File: config.mk
export PLATFORM = sky130hd
export DESIGN_NAME = swp_eeprom
export DESIGN_NICKNAME = d
export VERILOG_FILES = /design/src/hw/swp_pkg.sv /design/src/hw/swp_fifo.sv /design/src/hw/swp_eeprom.sv
export SDC_FILE = /design/constraint.sdc
export NUM_CORES = 1
export LEC_CHECK = 0
export BUFFER_PORTS_ARGS = -buffer_cell sky130_fd_sc_hd__buf_2
export CELL_PAD_IN_SITES_DETAIL_PLACEMENT = 1
export CELL_PAD_IN_SITES_GLOBAL_PLACEMENT = 1
export CORE_MARGIN = 2
export CORE_UTILIZATION = 45
export CTS_CLUSTER_DIAMETER = 200
export DETAILED_ROUTE_END_ITERATION = 8
export GPL_TIMING_DRIVEN = 0
export PLACE_DENSITY = 0.69
export SYNTH_ARGS = -nofsm -noshare
export SYNTH_HDL_FRONTEND = slang
export SYNTH_SLANG_ARGS = --single-unit
File: constraint.sdc
create_clock -name clk -period 3.15 [get_ports clk]
set_input_delay 0.1575 -clock clk [delete_from_list [all_inputs] [get_ports clk]]
set_output_delay 0.1575 -clock clk [all_outputs]
set_load 0.05 [all_outputs]
File: src/hw/swp_pkg.sv
// Shared constants and types for the serial protected word store
package swp_pkg;

	// Clock and self-timed program cycle
	localparam int CLK_PERIOD_NS = 40;
	localparam int T_WRITE_NS    = 10000;
	localparam int WRITE_CYC     =
		(T_WRITE_NS + CLK_PERIOD_NS - 1) / CLK_PERIOD_NS;

	// Array shape and read buffer depth
	localparam int WORDS      = 16;
	localparam int WORD_W     = 16;
	localparam int ADDR_W     = 4;
	localparam int FIFO_DEPTH = 16;

	// Serial frame: start bit, two opcode bits, four address bits
	localparam logic [4:0] CMD_LAST  = 5'h05;
	localparam logic [4:0] DATA_LAST = 5'h0f;
	localparam logic [4:0] WORD_LAST = 5'h0f;

	// Opcode field, bits [5:4] of the frame after the start bit
	localparam logic [1:0] OP_EXT   = 2'h0;
	localparam logic [1:0] OP_WRITE = 2'h1;
	localparam logic [1:0] OP_READ  = 2'h2;
	localparam logic [1:0] OP_CLEAR = 2'h3;

	// Extended codes, address bits [3:2] when opcode is OP_EXT; CLEAR_ADDR is the full address for OP_CLEAR
	localparam logic [1:0] EXT_DISABLE = 2'h0;
	localparam logic [1:0] EXT_WRALL   = 2'h1;
	localparam logic [1:0] EXT_ENABLE  = 2'h3;
	localparam logic [3:0] CLEAR_ADDR  = 4'hf;

	// Values after reset
	localparam logic [15:0] MEM_RESET      = 16'hffff;
	localparam logic [3:0]  PR_ADDR_RESET  = 4'h0;
	localparam logic        PR_VALID_RESET = 1'h0;

	typedef enum logic [2:0] {
		ST_IDLE = 3'b000,
		ST_CMD  = 3'b001,
		ST_DATA = 3'b010,
		ST_READ = 3'b011,
		ST_DONE = 3'b100
	} swp_state_type;

endpackage

File: src/hw/swp_fifo.sv
// Flip-flop FIFO with valid/ready on both sides and a flush
module swp_fifo #(
	parameter int WIDTH = 16,
	parameter int DEPTH = 16
) (
	// Clock and control
	input  wire logic             clk,
	input  wire logic             rst_n,
	input  wire logic             ce,
	input  wire logic             flush,
	// Fill side
	input  wire logic             in_valid,
	output logic                  in_ready,
	input  wire logic [WIDTH-1:0] in_data,
	// Drain side
	output logic                  out_valid,
	input  wire logic             out_ready,
	output logic [WIDTH-1:0]      out_data
);
	localparam int PW = $clog2(DEPTH);

	if (DEPTH < 2 || (1 << PW) != DEPTH || WIDTH < 1) begin : g_bad
		$error("swp_fifo: DEPTH must be a power of two >= 2");
	end

	logic [WIDTH-1:0] mem_ff [DEPTH];
	logic [PW:0]      wr_ptr_ff;
	logic [PW:0]      rd_ptr_ff;
	logic             push;
	logic             pop;

	assign in_ready  = !((wr_ptr_ff[PW] != rd_ptr_ff[PW]) &&
		(wr_ptr_ff[PW-1:0] == rd_ptr_ff[PW-1:0]));
	assign out_valid = wr_ptr_ff != rd_ptr_ff;
	assign out_data  = mem_ff[rd_ptr_ff[PW-1:0]];
	assign push      = in_valid && in_ready;
	assign pop       = out_valid && out_ready;

	always_ff @(posedge clk) begin
		if (!rst_n) begin
			wr_ptr_ff <= '0;
			rd_ptr_ff <= '0;
		end else if (ce) begin
			if (flush) begin
				wr_ptr_ff <= '0;
				rd_ptr_ff <= '0;
			end else begin
				if (push)
					wr_ptr_ff <= wr_ptr_ff + 1'b1;
				if (pop)
					rd_ptr_ff <= rd_ptr_ff + 1'b1;
			end
		end
	end

	always_ff @(posedge clk) begin
		if (ce && push && !flush)
			mem_ff[wr_ptr_ff[PW-1:0]] <= in_data;
	end
endmodule // swp_fifo

File: src/hw/swp_eeprom.sv
// Serial word store with write protect, lock and sequential read
// What this block does
// - Sixteen sixteen-bit words, word addressed.
// - Words at or above protect address refuse writes.
// - After lock, no array or protect change.
// - Sequential read streams whole array, one select.
// - Ten instructions: five array, five protect.
// - Write replaces word, no erase first.
// - Program cycle timed internally after acceptance.
// - Busy status shown; controller waits for ready.
module swp_eeprom #(
	parameter int WRITE_CYC  = swp_pkg::WRITE_CYC,
	parameter int FIFO_DEPTH = swp_pkg::FIFO_DEPTH
) (
	// Clock, reset, enable
	input  wire logic clk,
	input  wire logic rst_n,
	input  wire logic ce,
	// Serial link pins
	input  wire logic chip_select_in,
	input  wire logic serial_clock_in,
	input  wire logic serial_data_in,
	output logic      serial_data_out,
	output logic      serial_data_out_en,
	// Enable pins
	input  wire logic program_enable_in,
	input  wire logic protect_enable_in
);
	if (WRITE_CYC < 1 || WRITE_CYC > 65535) begin : g_bad_cyc
		$error("swp_eeprom: WRITE_CYC out of range");
	end

	localparam int WORDS = swp_pkg::WORDS;
	localparam int WW    = swp_pkg::WORD_W;
	localparam int AW    = swp_pkg::ADDR_W;

	logic [4:0]              sync1_ff;
	logic [4:0]              sync2_ff;
	logic                    sk_prev_ff;
	logic                    cs_s, sk_s, di_s, pe_s, pre_s;
	logic                    sk_rise, sk_fall;
	swp_pkg::swp_state_type  state_ff, nxt_state;
	logic [4:0]              bit_cnt_ff;
	logic [5:0]              cmd_sh_ff;
	logic [WW-1:0]           data_sh_ff;
	logic [AW-1:0]           adr_ff;
	logic                    all_ff;
	logic [5:0]              nxt_cmd;
	logic [WW-1:0]           nxt_data;
	logic [1:0]              dec_op;
	logic [AW-1:0]           dec_adr;
	logic                    done_cmd, done_data;
	logic [WW-1:0]           mem_ff [WORDS];
	logic [AW-1:0]           pr_addr_ff;
	logic                    pr_valid_ff, lock_ff;
	logic                    wen_ff, pr_wen_ff;
	logic [WORDS-1:0]        prot_vec, wr_word;
	logic                    mem_go, pr_ok;
	logic                    pr_write_go, pr_clear_go, pr_lock_go;
	logic                    prog_go;
	logic                    busy_ff;
	logic [15:0]             busy_cnt_ff;
	logic                    fetch_on_ff, fetch_pr_ff;
	logic [AW-1:0]           fetch_addr_ff;
	logic                    push_ready, pop, fifo_valid;
	logic [WW-1:0]           push_data, fifo_data;
	logic [WW-1:0]           out_sh_ff;
	logic [4:0]              out_cnt_ff;
	logic [16:0]             busy_len_ff;

	// Pins pass two flip-flops before use
	always_ff @(posedge clk) begin
		if (!rst_n) begin
			sync1_ff   <= 5'h00;
			sync2_ff   <= 5'h00;
			sk_prev_ff <= 1'b0;
		end else if (ce) begin
			sync1_ff   <= {protect_enable_in, program_enable_in,
				serial_data_in, serial_clock_in, chip_select_in};
			sync2_ff   <= sync1_ff;
			sk_prev_ff <= sync2_ff[1];
		end
	end

	assign cs_s    = sync2_ff[0];
	assign sk_s    = sync2_ff[1];
	assign di_s    = sync2_ff[2];
	assign pe_s    = sync2_ff[3];
	assign pre_s   = sync2_ff[4];
	assign sk_rise = sk_s && !sk_prev_ff;
	assign sk_fall = !sk_s && sk_prev_ff;

	assign nxt_cmd   = {cmd_sh_ff[4:0], di_s};
	assign nxt_data  = {data_sh_ff[WW-2:0], di_s};
	assign dec_op    = nxt_cmd[5:4];
	assign dec_adr   = nxt_cmd[3:0];
	assign done_cmd  = sk_rise && state_ff == swp_pkg::ST_CMD &&
		bit_cnt_ff == swp_pkg::CMD_LAST;
	assign done_data = sk_rise && state_ff == swp_pkg::ST_DATA &&
		bit_cnt_ff == swp_pkg::DATA_LAST;

	always_comb begin
		nxt_state = state_ff;
		case (state_ff)
			swp_pkg::ST_IDLE: begin
				if (sk_rise && di_s && !busy_ff)
					nxt_state = swp_pkg::ST_CMD;
			end
			swp_pkg::ST_CMD: begin
				if (done_cmd) begin
					if (dec_op == swp_pkg::OP_READ)
						nxt_state = swp_pkg::ST_READ;
					else if (!pre_s && (dec_op == swp_pkg::OP_WRITE ||
						(dec_op == swp_pkg::OP_EXT &&
						dec_adr[3:2] == swp_pkg::EXT_WRALL)))
						nxt_state = swp_pkg::ST_DATA;
					else
						nxt_state = swp_pkg::ST_DONE;
				end
			end
			swp_pkg::ST_DATA: begin
				if (done_data)
					nxt_state = swp_pkg::ST_DONE;
			end
			swp_pkg::ST_READ, swp_pkg::ST_DONE: nxt_state = state_ff;
			default: nxt_state = swp_pkg::ST_IDLE;
		endcase
		if (!cs_s)
			nxt_state = swp_pkg::ST_IDLE;
	end

	always_ff @(posedge clk) begin
		if (!rst_n) begin
			state_ff   <= swp_pkg::ST_IDLE;
			bit_cnt_ff <= 5'h00;
			cmd_sh_ff  <= 6'h00;
			data_sh_ff <= 16'h0000;
			adr_ff     <= 4'h0;
			all_ff     <= 1'b0;
		end else if (ce) begin
			state_ff <= nxt_state;
			if (nxt_state != state_ff)
				bit_cnt_ff <= 5'h00;
			else if (sk_rise)
				bit_cnt_ff <= bit_cnt_ff + 5'h01;
			if (sk_rise && state_ff == swp_pkg::ST_CMD)
				cmd_sh_ff <= nxt_cmd;
			if (sk_rise && state_ff == swp_pkg::ST_DATA)
				data_sh_ff <= nxt_data;
			if (done_cmd) begin
				adr_ff <= dec_adr;
				all_ff <= dec_op == swp_pkg::OP_EXT;
			end
		end
	end

	// words at or above the start address are guarded
	for (genvar i = 0; i < WORDS; i++) begin : g_word
		assign prot_vec[i] = pr_valid_ff && (AW'(i) >= pr_addr_ff);
		assign wr_word[i]  = mem_go && (all_ff || adr_ff == AW'(i)) &&
			!prot_vec[i];
	end

	// program enable gates array changes; lock blocks them
	assign mem_go = done_data && wen_ff && pe_s && !lock_ff;
	// protect enable gates protect changes; lock blocks them
	assign pr_ok  = done_cmd && pre_s && pr_wen_ff && !lock_ff;
	assign pr_write_go = pr_ok && dec_op == swp_pkg::OP_WRITE;
	assign pr_clear_go = pr_ok && dec_op == swp_pkg::OP_CLEAR &&
		dec_adr == swp_pkg::CLEAR_ADDR;
	assign pr_lock_go  = pr_ok && dec_op == swp_pkg::OP_EXT &&
		dec_adr[3:2] == swp_pkg::EXT_DISABLE;
	assign prog_go = (|wr_word) || pr_write_go || pr_clear_go || pr_lock_go;

	// Write enable latches
	always_ff @(posedge clk) begin
		if (!rst_n) begin
			wen_ff    <= 1'b0;
			pr_wen_ff <= 1'b0;
		end else if (ce && done_cmd && dec_op == swp_pkg::OP_EXT) begin
			if (!pre_s && dec_adr[3:2] == swp_pkg::EXT_ENABLE)
				wen_ff <= 1'b1;
			else if (!pre_s && dec_adr[3:2] == swp_pkg::EXT_DISABLE)
				wen_ff <= 1'b0;
			else if (pre_s && dec_adr[3:2] == swp_pkg::EXT_ENABLE)
				pr_wen_ff <= 1'b1;
		end
	end

	always_ff @(posedge clk) begin
		if (!rst_n) begin
			for (int k = 0; k < WORDS; k++)
				mem_ff[k] <= swp_pkg::MEM_RESET;
		end else if (ce) begin
			for (int k = 0; k < WORDS; k++)
				if (wr_word[k])
					mem_ff[k] <= nxt_data;
		end
	end

	always_ff @(posedge clk) begin
		if (!rst_n) begin
			pr_addr_ff  <= swp_pkg::PR_ADDR_RESET;
			pr_valid_ff <= swp_pkg::PR_VALID_RESET;
			lock_ff     <= 1'b0;
		end else if (ce) begin
			if (pr_write_go) begin
				pr_addr_ff  <= dec_adr;
				pr_valid_ff <= 1'b1;
			end else if (pr_clear_go) begin
				pr_valid_ff <= 1'b0;
			end else if (pr_lock_go) begin
				lock_ff <= 1'b1;
			end
		end
	end

	always_ff @(posedge clk) begin
		if (!rst_n) begin
			busy_ff     <= 1'b0;
			busy_cnt_ff <= 16'h0000;
		end else if (ce) begin
			if (prog_go) begin
				busy_ff     <= 1'b1;
				busy_cnt_ff <= 16'(WRITE_CYC);
			end else if (busy_ff) begin
				busy_cnt_ff <= busy_cnt_ff - 16'h0001;
				if (busy_cnt_ff == 16'h0001)
					busy_ff <= 1'b0;
			end
		end
	end

	// fetch words into the buffer, wrapping through the array
	always_ff @(posedge clk) begin
		if (!rst_n) begin
			fetch_on_ff   <= 1'b0;
			fetch_pr_ff   <= 1'b0;
			fetch_addr_ff <= 4'h0;
		end else if (ce) begin
			if (!cs_s) begin
				fetch_on_ff <= 1'b0;
			end else if (done_cmd && dec_op == swp_pkg::OP_READ) begin
				fetch_on_ff   <= 1'b1;
				fetch_pr_ff   <= pre_s;
				fetch_addr_ff <= dec_adr;
			end else if (fetch_on_ff && push_ready) begin
				fetch_addr_ff <= fetch_addr_ff + 4'h1;
				if (fetch_pr_ff)
					fetch_on_ff <= 1'b0;
			end
		end
	end

	assign push_data = fetch_pr_ff ?
		{lock_ff, pr_valid_ff, 10'h000, pr_addr_ff} :
		mem_ff[fetch_addr_ff];
	assign pop = state_ff == swp_pkg::ST_READ && sk_fall &&
		out_cnt_ff == 5'h00 && fifo_valid;

	swp_fifo #(
		.WIDTH (WW),
		.DEPTH (FIFO_DEPTH)
	) u_fifo (
		.clk       (clk),
		.rst_n     (rst_n),
		.ce        (ce),
		.flush     (!cs_s),
		.in_valid  (fetch_on_ff),
		.in_ready  (push_ready),
		.in_data   (push_data),
		.out_valid (fifo_valid),
		.out_ready (pop),
		.out_data  (fifo_data)
	);

	// Output shifter, advanced on falling serial clock
	always_ff @(posedge clk) begin
		if (!rst_n) begin
			out_sh_ff  <= 16'h0000;
			out_cnt_ff <= 5'h00;
		end else if (ce) begin
			if (!cs_s) begin
				out_cnt_ff <= 5'h00;
			end else if (pop) begin
				out_sh_ff  <= {fifo_data[WW-2:0], 1'b0};
				out_cnt_ff <= swp_pkg::WORD_LAST;
			end else if (state_ff == swp_pkg::ST_READ && sk_fall &&
				out_cnt_ff != 5'h00) begin
				out_sh_ff  <= {out_sh_ff[WW-2:0], 1'b0};
				out_cnt_ff <= out_cnt_ff - 5'h01;
			end
		end
	end

	// data out carries read data or ready status
	always_ff @(posedge clk) begin
		if (!rst_n) begin
			serial_data_out    <= 1'b0;
			serial_data_out_en <= 1'b0;
		end else if (ce) begin
			serial_data_out_en <= cs_s;
			if (!cs_s)
				serial_data_out <= 1'b0;
			else if (state_ff == swp_pkg::ST_READ) begin
				if (pop)
					serial_data_out <= fifo_data[WW-1];
				else if (sk_fall && out_cnt_ff != 5'h00)
					serial_data_out <= out_sh_ff[WW-1];
			end else if (nxt_state == swp_pkg::ST_READ)
				serial_data_out <= 1'b0;
			else
				serial_data_out <= !busy_ff;
		end
	end

	// Helper: enabled cycles spent busy
	always_ff @(posedge clk) begin
		if (!rst_n)
			busy_len_ff <= 17'h00000;
		else if (ce)
			busy_len_ff <= busy_ff ? busy_len_ff + 17'h00001 : 17'h00000;
	end
endmodule // swp_eeprom

==> summary.txt, run 1 <==
Setup path
  – Crit Path Max Fanout: 10
  – Required time of the critical path: 3.62 ns
  – WS Path Type: register to register
  – Crit end category: register
  – WP data arrival: 3.60 ns
  – Critical Path Source Type: register

Synthesis
  – Prevailing post-synth register cell: edfxtp_1
  – Mapped Area: 0.0265 mm2
  – Syn_area_per_cell: 15.4 um2
  – FF+latch count, synth: 627
  – Asr flop ratio synth: 0%
  – Mapped Cells: 1,723
  – EDFF count, synth: 512
  – Ys Warns: 0
  – Post-Synthesis Net Count: 1,743
  – Post-synthesis cell type count: 75
  – Sequential share of the synthesized area: 66.6%

Global route
  – GR Util All Layers: 23.2%
  – Top Usage Layer GRT: met2
  – Via count of the first global-routing pass: 16,494
  – First-pass GRT wire length: 104 mm
  – Met2 Resource Use GR: 39.1%
  – Grt ovf: 0
  – Grt met3 use: 3.51%
  – Initial antenna violation count: 1
  – Pin count of the biggest net entering global routing: 17
  – GRT met1 Usage: 31.6%

Clock tree
  – Cts bufs inserted: 67
  – Clk_lat worst skew: 0.62 ns
  – Clk slew on worst S/H paths: 0.06 ns
  – CTS HTree Levels: 3
  – TritonCTS clock tree: done
  – Root buffer cell: clkbuf_16
  – Clk buf depth: 3
  – Sink Count: 627

Placement
  – # port buffers: 8
  – GPL Wtd Cong: 0.828
  – DP Wirelength: 46.6 mm
  – Placed insts: 2,526

STA
  – Fin crit period: 3.13 ns
  – Worst Skew: 0.0370 ns
  – Maximum clock rate: 319 MHz
  – Worst-Margin Slew: 1.19 ns
  – Final worst-path cycle share: 99.4%
  – Final hold violation count: 0
  – Final Setup Violations: 0
  – Fin. max-slew vios: 0
  – Slew headroom: 20.5%

Pwr
  – Power Density: 570 mW/mm2
  – Leakage: 9.82 nW
  – Maximum vdd drop: 0.489 mV
  – Total power: 17.5 mW

Finish
  – Fraction of layout instances using a drive strength above 1: 22.7%
  – Final #Nets: 1,872
  – Fin cells: 2,676
  – Most frequent cells in the layout: edfxtp_1 (512), nand2_1 (247), mux4_2 (160)
  – Layout Utilization: 52.3%
  – Most common cell after layout, fill and taps aside: edfxtp_1
  – Synth-to-layout area growth: 15.7%

Die
  – Die area: 0.0609 mm2
  – Die Ht: 247 um
  – Core area: 0.0587 mm2
  – I/O Pins: 10
  – # rows: 89
  – Die X: 247 um
  – Starting Density: 45.2%

Outcome
  – Status: finished, final reports clean

Detailed routing
  – Total Wirelength: 68.4 mm
  – Drt drc: 0
  – ANT nets after route: 0
  – Vias: 15,404
  – DR vias/cell: 5.76
  – Iter 0 DRT Violations: 1,334
  – Routed length per instance: 25.6 um
  – Initial DRT Pass Iterations: 5

Run
  – Max cap viols: 0

Worst hold path
  – HP Class: input pin to register
## layout make-up
class	count	area [um2]
Fill cell	5567	28000
Sequential cell	627	17700
Multi-Input combinational cell	945	8630
Clock buffer	100	1910
Tap cell	773	967
Timing Repair Buffer	57	608
Buffer	116	528
Clock inverter	19	234
Inverter	38	143
Antenna cell	1	2.50
## kinds of logic (layout without fill, tap and decap cells)
group	count (synthesis)	after routing	synth area share [%]
flip-flops	627	627	66.6
AND/OR/NAND/NOR	522	526	9.76
multiplexers	203	203	15.2
AO/OA/AOI/OAI	191	191	5.06
buffers and inverters	155	330	2.32
XOR/XNOR	13	13	0.429
adder cells (fa/ha/maj)	12	12	0.566
other	0	1	0
## layer usage
layer | share of wire, % | vias to the layer above
met3 | 4.3 | 121
met1 | 44 | 8070
li1 | - | 6842
met4 | 2.4 | 0
met2 | 50 | 371
met5 | 0 | -
## metrics by stage
step | area (um2) | TNS [ns] | setup slack [ns] | hold WS, ns
after floorplan | 26500 | -0.0524 | -0.00328 | 0.327
after global placement | 27500 | -551.38 | -2.06 | 0.413
after detailed placement | 28000 | -288.86 | -1.24 | 0.432
after CTS | 30600 | 0 | 0.0257 | 0.0649
after global routing | 30700 | -0.0556 | -0.0527 | 0.0981
final | 30700 | 0 | 0.0195 | 0.0914
## report_power, final
group,switching [mW],total (mW),internal [mW]
sequential,0.0584,9.22,9.16
combinational,0.330,0.490,0.160
clock,3.25,7.79,4.53
## registers in the layout, summed over array words and instances, names as in the netlist, 5 cells and up, named ones only
| signal | flops |
|---|---|
| sync1_ff | 5 |
| mem_ff | 256 |
| bit_cnt_ff | 5 |
| out_cnt_ff | 5 |
| busy_cnt_ff | 16 |
| out_sh_ff | 15 |
| u_fifo.mem_ff | 256 |
| u_fifo.rd_ptr_ff | 5 |
| u_fifo.wr_ptr_ff | 5 |
| cmd_sh_ff | 5 |
| sync2_ff | 5 |
| data_sh_ff | 15 |
## path summary, 6_finish.rpt
check / start / end / slack [ns] / depth (start not counted)
worst max-delay path: adr_ff[3] / busy_ff / 0.02 / 9
worst min-delay path: rst_n / mem_ff[0][6] / 0.09 / 3
worst max register to register: adr_ff[3] / busy_ff / 0.02 / 9
worst min register to register: data_sh_ff[14] / data_sh_ff[14] / 0.47 / 2
## Yosys cell counts, types with 6 or more instances
library cell / count / area [um2]
nand4_1: 10 / 62.6
a21oi_1: 36 / 180
buf_2: 27 / 135
nor3_1: 22 / 110
and2_1: 10 / 62.6
nand3_1: 17 / 85.1
ha_1: 12 / 150
dfxtp_1: 115 / 2300
buf_1: 11 / 41.3
nor3_2: 6 / 60.1
a21boi_0: 31 / 233
nor2_1: 62 / 233
o211a_1: 15 / 150
o21ai_1: 7 / 35.0
o21a_1: 6 / 45.0
inv_1: 37 / 139
a31oi_1: 11 / 68.8
clkbuf_1: 79 / 297
nor3b_1: 6 / 45.0
o31ai_1: 7 / 52.6
nor2b_1: 71 / 444
nand2b_1: 20 / 125
xnor2_1: 9 / 78.8
nand2_1: 249 / 935
mux2i_1: 35 / 350
mux2_2: 8 / 90.1
edfxtp_1: 512 / 15400
mux4_2: 160 / 3600
o21ai_0: 36 / 180
## worst max-delay path, stage by stage, from the launching register on
cell	delay, ns
dfxtp_1	0.38
clkbuf_1	0.39
nor2b_1	0.42
nand3b_1	0.18
a21oi_1	0.33
nor4_4	0.09
a41oi_2	0.41
or2_2	0.29
nand2_1	0.10
a21boi_0	0.38
## repair_timing
item | 4_1_cts | 5_1_grt
gates cloned | 2 | 2
endpoints found under the hold margin | 5 | 0
resized for setup | 60 | 25
buffers inserted | 21 | 1
setup endpoints to repair | 590 | 324
hold buffers | 5 | 0
pin swaps | 9 | 4
Power figures use the tool's default switching activity.
==> run 2, diff against run 1 <==
ABC_AREA = 1   (was not set)
CORE_UTILIZATION = 35   (was 45)
PLACE_DENSITY = 0.59   (was 0.69)
==> run 2 against run 1 <==
Compared with the run above: sequential cell count is the same; sequential power shrank 2%; critical path depth shrank 1; critical endpoint is now u_fifo.mem_ff[1][10]; cell count grew 36%; sequential share of layout area shrank 1.0 points; clock power grew 10%; non-clock buffer count grew 50.
==> summary.txt, run 2 <==
Outcome
  – Status: finished, final reports clean

STA
  – Worst-Margin Slew: 1.27 ns
  – Slew headroom: 15.6%
  – WHS: 0.120 ns
  – Fin. max-slew vios: 0
  – Final Setup Violations: 0
  – RSZ-0062 raised after global routing: true
  – Final hold violation count: 0
  – Final worst-path cycle share: 97.7%
  – Final worst slack: 0.0709 ns
  – Maximum clock rate: 325 MHz
  – Worst Skew: 0.0286 ns
  – Fin crit period: 3.08 ns

Synthesis
  – EDFF count, synth: 512
  – Ys Warns: 0
  – Combinational family with the most area after synthesis: simple AND/OR/NAND/NOR gates
  – Sequential share of the synthesized area: 66.4%
  – Post-synthesis compound-gate area fraction: 13.8%
  – Top cells by count, synth: edfxtp_1 (512), nor2_1 (377), nand2_1 (371)
  – Mapped Area: 0.0266 mm2
  – Synth top area share: 57.7%
  – Syn_area_per_cell: 10.7 um2
  – Asr flop ratio synth: 0%
  – Post-synthesis simple-gate area fraction: 14.3%
  – Count leader, synth: edfxtp_1
  – Post-Synthesis Net Count: 2,505
  – FF+latch count, synth: 627
  – Prevailing post-synth register cell: edfxtp_1
  – Post-synthesis cell type count: 47
  – Post-Synth XOR/XNOR Area: 0.723%
  – Synth top area cells: edfxtp_1 (58%), dfxtp_1 (8.6%), o21ai_0 (5.6%), nor2_1 (5.3%), nand2_1 (5.2%)
  – Yosys top cell by area: edfxtp_1
  – Proportion of synthesized area in mux cells: 0%
  – Adder-Cell Fraction of Synth Area: 0.564%
  – Mapped Cells: 2,485

Setup path
  – Critical Path Source Type: register
  – Required time of the critical path: 3.47 ns
  – CP Buf/Inv Count: 4
  – CP max stage cell: clkbuf_1
  – WP data arrival: 3.40 ns
  – CP top delay family: buffers and inverters
  – WS Path Type: register to register
  – CP cell instances: buf_2 > inv_1 > clkbuf_1 > clkbuf_1 > o21ai_0 > o22ai_1 > o211ai_1 > a21oi_4
  – Crit Path Max Fanout: 16
  – Crit-path most repeated cell: clkbuf_1
  – Crit-path max cell delay: 0.64 ns
  – Crit end category: register

Run
  – Max cap viols: 0

Global route
  – Initial antenna violation count: 0
  – Grt ovf: 0
  – GR Util All Layers: 23.3%
  – Pin count of the biggest net entering global routing: 17
  – Via count of the first global-routing pass: 20,777
  – First-pass GRT wire length: 135 mm

Placement
  – DP Worst Slack: -0.714 ns
  – # port buffers: 8
  – Dpl cell area: 0.0286 mm2
  – DP Wirelength: 64.2 mm
  – GPL Wtd Cong: 0.841
  – Placed insts: 3,504

Detailed routing
  – Total Wirelength: 91.4 mm
  – Routed length per instance: 25.1 um
  – Vias: 20,100
  – Drt drc: 0
  – Iter 0 DRT Violations: 1,495
  – Initial DRT Pass Iterations: 5
  – ANT nets after route: 0
  – DR vias/cell: 5.51

Die
  – I/O Pins: 10
  – # rows: 101
  – Die Ht: 280 um
  – Die X: 280 um
  – Starting Density: 35.2%
  – Die area: 0.0783 mm2
  – Core area: 0.0757 mm2

Finish
  – Most frequent cells in the layout: edfxtp_1 (512), nand2_1 (370), nor2_1 (357)
  – Final instance area: 0.0312 mm2
  – Top Registers: mem_ff (256), u_fifo.mem_ff (256), busy_cnt_ff (16)
  – Most common cell after layout, fill and taps aside: edfxtp_1
  – Final #Nets: 2,632
  – Ant diodes: 0
  – Fin cells: 3,648
  – Fraction of layout instances using a drive strength above 1: 10.3%
  – Layout Utilization: 41.3%
  – Synth-to-layout area growth: 17.3%

Clock tree
  – TritonCTS clock tree: done
  – CTS HTree Levels: 3
  – Root buffer cell: clkbuf_16
  – Clk buf depth: 3
  – Sink Count: 627
  – Clk slew on worst S/H paths: 0.06 ns
  – Clk_lat worst skew: 0.62 ns
  – Cts bufs inserted: 73

Pwr
  – Power Density: 578 mW/mm2
  – Maximum vdd drop: 0.330 mV
  – Leakage: 9.97 nW

Worst hold path
  – HP Class: input pin to register
[run 2: cell types whose count changed in the layout (fill, tap and decap cells not counted), moves of 61 or more]
cell | previous run | this run
a21oi_1 | 36 | 112
inv_1 | 37 | 104
mux4_2 | 160 | 0
nand2_1 | 247 | 370
nand3_1 | 17 | 125
nor2_1 | 49 | 357
nor2b_1 | 61 | 0
o21ai_0 | 33 | 290
o221ai_1 | 1 | 95
[run 2: final timing paths]
path | startpoint | end | slack (ns) | cells after the start
worst max register to register | register | u_fifo.mem_ff[1][10] | 0.07 | 8
worst min-delay path | ce | fetch_on_ff | 0.12 | 3
worst max-delay path | register | u_fifo.mem_ff[1][10] | 0.07 | 8
worst min register to register | out_cnt_ff[1] | out_cnt_ff[1] | 0.46 | 2
[run 2: report_power, final]
part	switching, mW	leakage [nW]	total [mW]	internal (mW)
Combinational	0.325	3.60	0.408	0.0830
Clock	3.49	1.18	8.60	5.11
Sequential	0.0423	5.19	9.03	8.99
Total	3.86	9.97	18.0	14.2
[run 2: stage by stage]
stage | total power, mW | TNS, ns
final | 18.0 | 0
after global placement | 9.58 | -567.61
after global routing | 18.5 | -1.68
after CTS | 18.2 | 0
after floorplan | 9.42 | 0
after detailed placement | 9.61 | -72.54
[run 2: cell type report]
type	count	area, um2
buffer	171	728
clock buffer	97	2020
timing repair buffer	52	704
multi-input combinational	1574	8070
inverter	113	424
tap	978	1220
sequential	627	17700
fill	8241	44500
clock inverter	36	398
[run 2: cell families (layout without fill, tap and decap cells)]
family          count (synthesis)  after routing
compound gates                621            621
flops                         627            627
xor+xnor                       22             22
fa+ha+maj                      12             12
simple gates                  919            919
buf+inv                       284            469
[run 2: routing by layer]
metal	part of all wire, %	track usage (%)	vias up
met1	43	30.4	10203
li1	-	-	9162
met5	0	0	-
met3	4.7	2.87	168
met4	3.5	8.45	0
met2	49	39.8	567
[run 2: worst min-delay path, delay by kind of cell]
| kind | cells | cell delay (ns) |
|---|---|---|
| AND/OR/NAND/NOR | 1 | 0.20 |
| AO/OA/AOI/OAI | 1 | 0.09 |
| buffers and inverters | 1 | 0.23 |
[run 2: what timing repair did]
action	4_1_cts	5_1_grt
hold endpoints to repair	5	0
hold buffers	5	0
setup buffers	1	5
endpoints found under the setup margin	193	253
resized for setup	22	21
pin swaps	1	3
==> run 3, diff against run 2 <==
PLACE_DENSITY = 0.63   (was 0.59)
==> run 3 against run 2 <==
Compared with the run above: hold slack got worse by 0.010 ns; clock power decreased by 6.7%; critical path depth increased by 1; critical endpoint is now u_fifo.mem_ff[10][2]; register-to-register slack improved by 0.04 ns; sequential share of layout area increased by 0.20 points; global-route usage decreased by 0.27 points; cell count decreased by 0.16%; first-iteration DRC count decreased by 2.3%; clock skew decreased by 0.011 ns; sequential cell count unchanged; sequential power about the same.
==> summary.txt, run 3 (synthesis gave the netlist of run 2 again) <==
Outcome
  – Status: finished, final reports clean

Global route
  – GR Util All Layers: 23.0%
  – Grt ovf: 0
  – Initial antenna violation count: 0
  – First-pass GRT wire length: 134 mm
  – Via count of the first global-routing pass: 21,197
  – Pin count of the biggest net entering global routing: 17

Setup path
  – Critical Path Source Type: register
  – CP top delay family: buffers and inverters
  – Required time of the critical path: 3.61 ns
  – CP Buf/Inv Count: 5
  – CP cell instances: buf_2 > inv_1 > clkbuf_1 > clkbuf_1 > nor2_1 > o221ai_1 > nand3_1 > a22oi_2 > buf_4
  – WP data arrival: 3.49 ns
  – Crit Path Max Fanout: 10
  – Crit-path most repeated cell: clkbuf_1
  – WS Path Type: register to register
  – Crit end category: register
  – CP max stage cell: clkbuf_1
  – Crit-path max cell delay: 0.60 ns

Placement
  – DP Wirelength: 63.3 mm
  – # port buffers: 8
  – GPL Wtd Cong: 0.863

Finish
  – Layout Utilization: 41.1%
  – Filler cells: 8,152
  – Most common cell after layout, fill and taps aside: edfxtp_1
  – Final #Nets: 2,628
  – Synth-to-layout area growth: 16.9%
  – Ant diodes: 0
  – Fraction of layout instances using a drive strength above 1: 9.68%
  – Most frequent cells in the layout: edfxtp_1 (512), nand2_1 (371), nor2_1 (357)
  – Top Registers: mem_ff (256), u_fifo.mem_ff (256), busy_cnt_ff (16)

Pwr
  – Clock share of power: 45.9%
  – Seq pwr share: 51.7%
  – Sw frac: 21.5%
  – Int Power: 13.7 mW
  – P_sw: 3.76 mW
  – Maximum vdd drop: 0.389 mV
  – Total power: 17.5 mW
  – Leakage: 9.91 nW
  – Power Density: 561 mW/mm2
  – Combinational Power Share: 2.3%

Detailed routing
  – Routed length per instance: 24.8 um
  – Iter 0 DRT Violations: 1,461
  – Drt drc: 0
  – DR vias/cell: 5.52
  – Vias: 20,104
  – Total Wirelength: 90.2 mm
  – Initial DRT Pass Iterations: 7
  – ANT nets after route: 0

Clock tree
  – TritonCTS clock tree: done
  – Sink Count: 627
  – Clk_lat worst skew: 0.61 ns
  – CTS HTree Levels: 3
  – Root buffer cell: clkbuf_16
  – Clk slew on worst S/H paths: 0.06 ns
  – Clk buf depth: 3
  – Cts bufs inserted: 71

STA
  – Worst-Margin Slew: 1.09 ns
  – Fin crit period: 3.04 ns
  – Maximum clock rate: 329 MHz
  – Fin. max-slew vios: 0
  – Final hold violation count: 0
  – Worst Skew: 0.0180 ns
  – Final worst-path cycle share: 96.4%
  – Slew headroom: 27.7%
  – Final Setup Violations: 0

Die
  – I/O Pins: 10
  – Die X: 280 um
  – Die area: 0.0783 mm2
  – Starting Density: 35.2%
  – # rows: 101
  – Core area: 0.0757 mm2
  – Die Ht: 280 um

Worst hold path
  – HP Class: input pin to register

Run
  – Max cap viols: 0
-- run 3: cell count changes in the layout (fill, tap and decap cells not counted), moves of 3 or more --
cell / change
buf_8: -5
buf_4: -5
bufinv_16: -5
clkinv_1: +4
buf_16: +7
clkinv_2: -3
clkbuf_1: +7
-- run 3: worst min-delay path, cell delays in order --
cell and delay [ns]:
buf_2 0.23, nand3_1 0.20, a21oi_1 0.08
-- run 3: what timing repair did --
action | CTS | global route
endpoints found under the hold margin | 5 | 0
pin swaps | 3 | 1
setup endpoints to repair | 192 | 167
gates resized for setup | 19 | 25
hold buffers | 5 | 0
setup buffers | 3 | 1
-- run 3: final timing paths --
kind / start / end / slack [ns] / cells after the start
max: register / u_fifo.mem_ff[10][2] / 0.11 / 9
min: ce / fetch_pr_ff / 0.11 / 3
max reg2reg: register / u_fifo.mem_ff[10][2] / 0.11 / 9
min reg2reg: out_sh_ff[4] / out_sh_ff[4] / 0.47 / 2
-- run 3: cell type report --
cell class	count	area (um2)	area share (%)
Buffer	171	728	2.34
Clock buffer	101	2010	6.47
Clock inverter	28	203	0.651
Inverter	113	424	1.36
Multi-Input combinational cell	1574	8060	25.9
Sequential cell	627	17700	56.8
Tap cell	978	1220	3.93
Timing Repair Buffer	50	805	2.58
-- run 3: power groups by stage --
stage | logic [mW] | clock network, mW | registers (mW)
2_1_floorplan | 0.221 | 0 | 9.20
3_3_place_gp | 0.363 | 0 | 9.21
3_5_place_dp | 0.406 | 0 | 9.21
4_1_cts | 0.412 | 8.16 | 9.03
5_1_grt | 0.446 | 8.46 | 9.04
6_report | 0.408 | 8.02 | 9.03
-- run 3: metrics by stage --
stage | area [um2] | std cells | setup TNS, ns | hold WS, ns | worst slack (ns)
detailed placement | 28700 | 3504 | -93.61 | 0.395 | -0.904
global placement | 27900 | 3471 | -548.62 | 0.382 | -1.59
CTS | 31100 | 3641 | 0 | 0.0813 | 0.0200
floorplan | 26600 | 2485 | 0 | 0.292 | 0.158
global route | 31100 | 3642 | -0.00159 | 0.120 | -0.00107
finish | 31100 | 3642 | 0 | 0.109 | 0.112
-- run 3: metal layers --
| metal | up-vias | track usage [%] | part of all wire (%) |
|---|---|---|---|
| met5 | - | 0 | 0 |
| met4 | 0 | 9.65 | 4.0 |
| met3 | 181 | 3.54 | 4.8 |
| met2 | 556 | 39.1 | 49 |
| met1 | 10218 | 29.3 | 43 |
| li1 | 9149 | - | - |
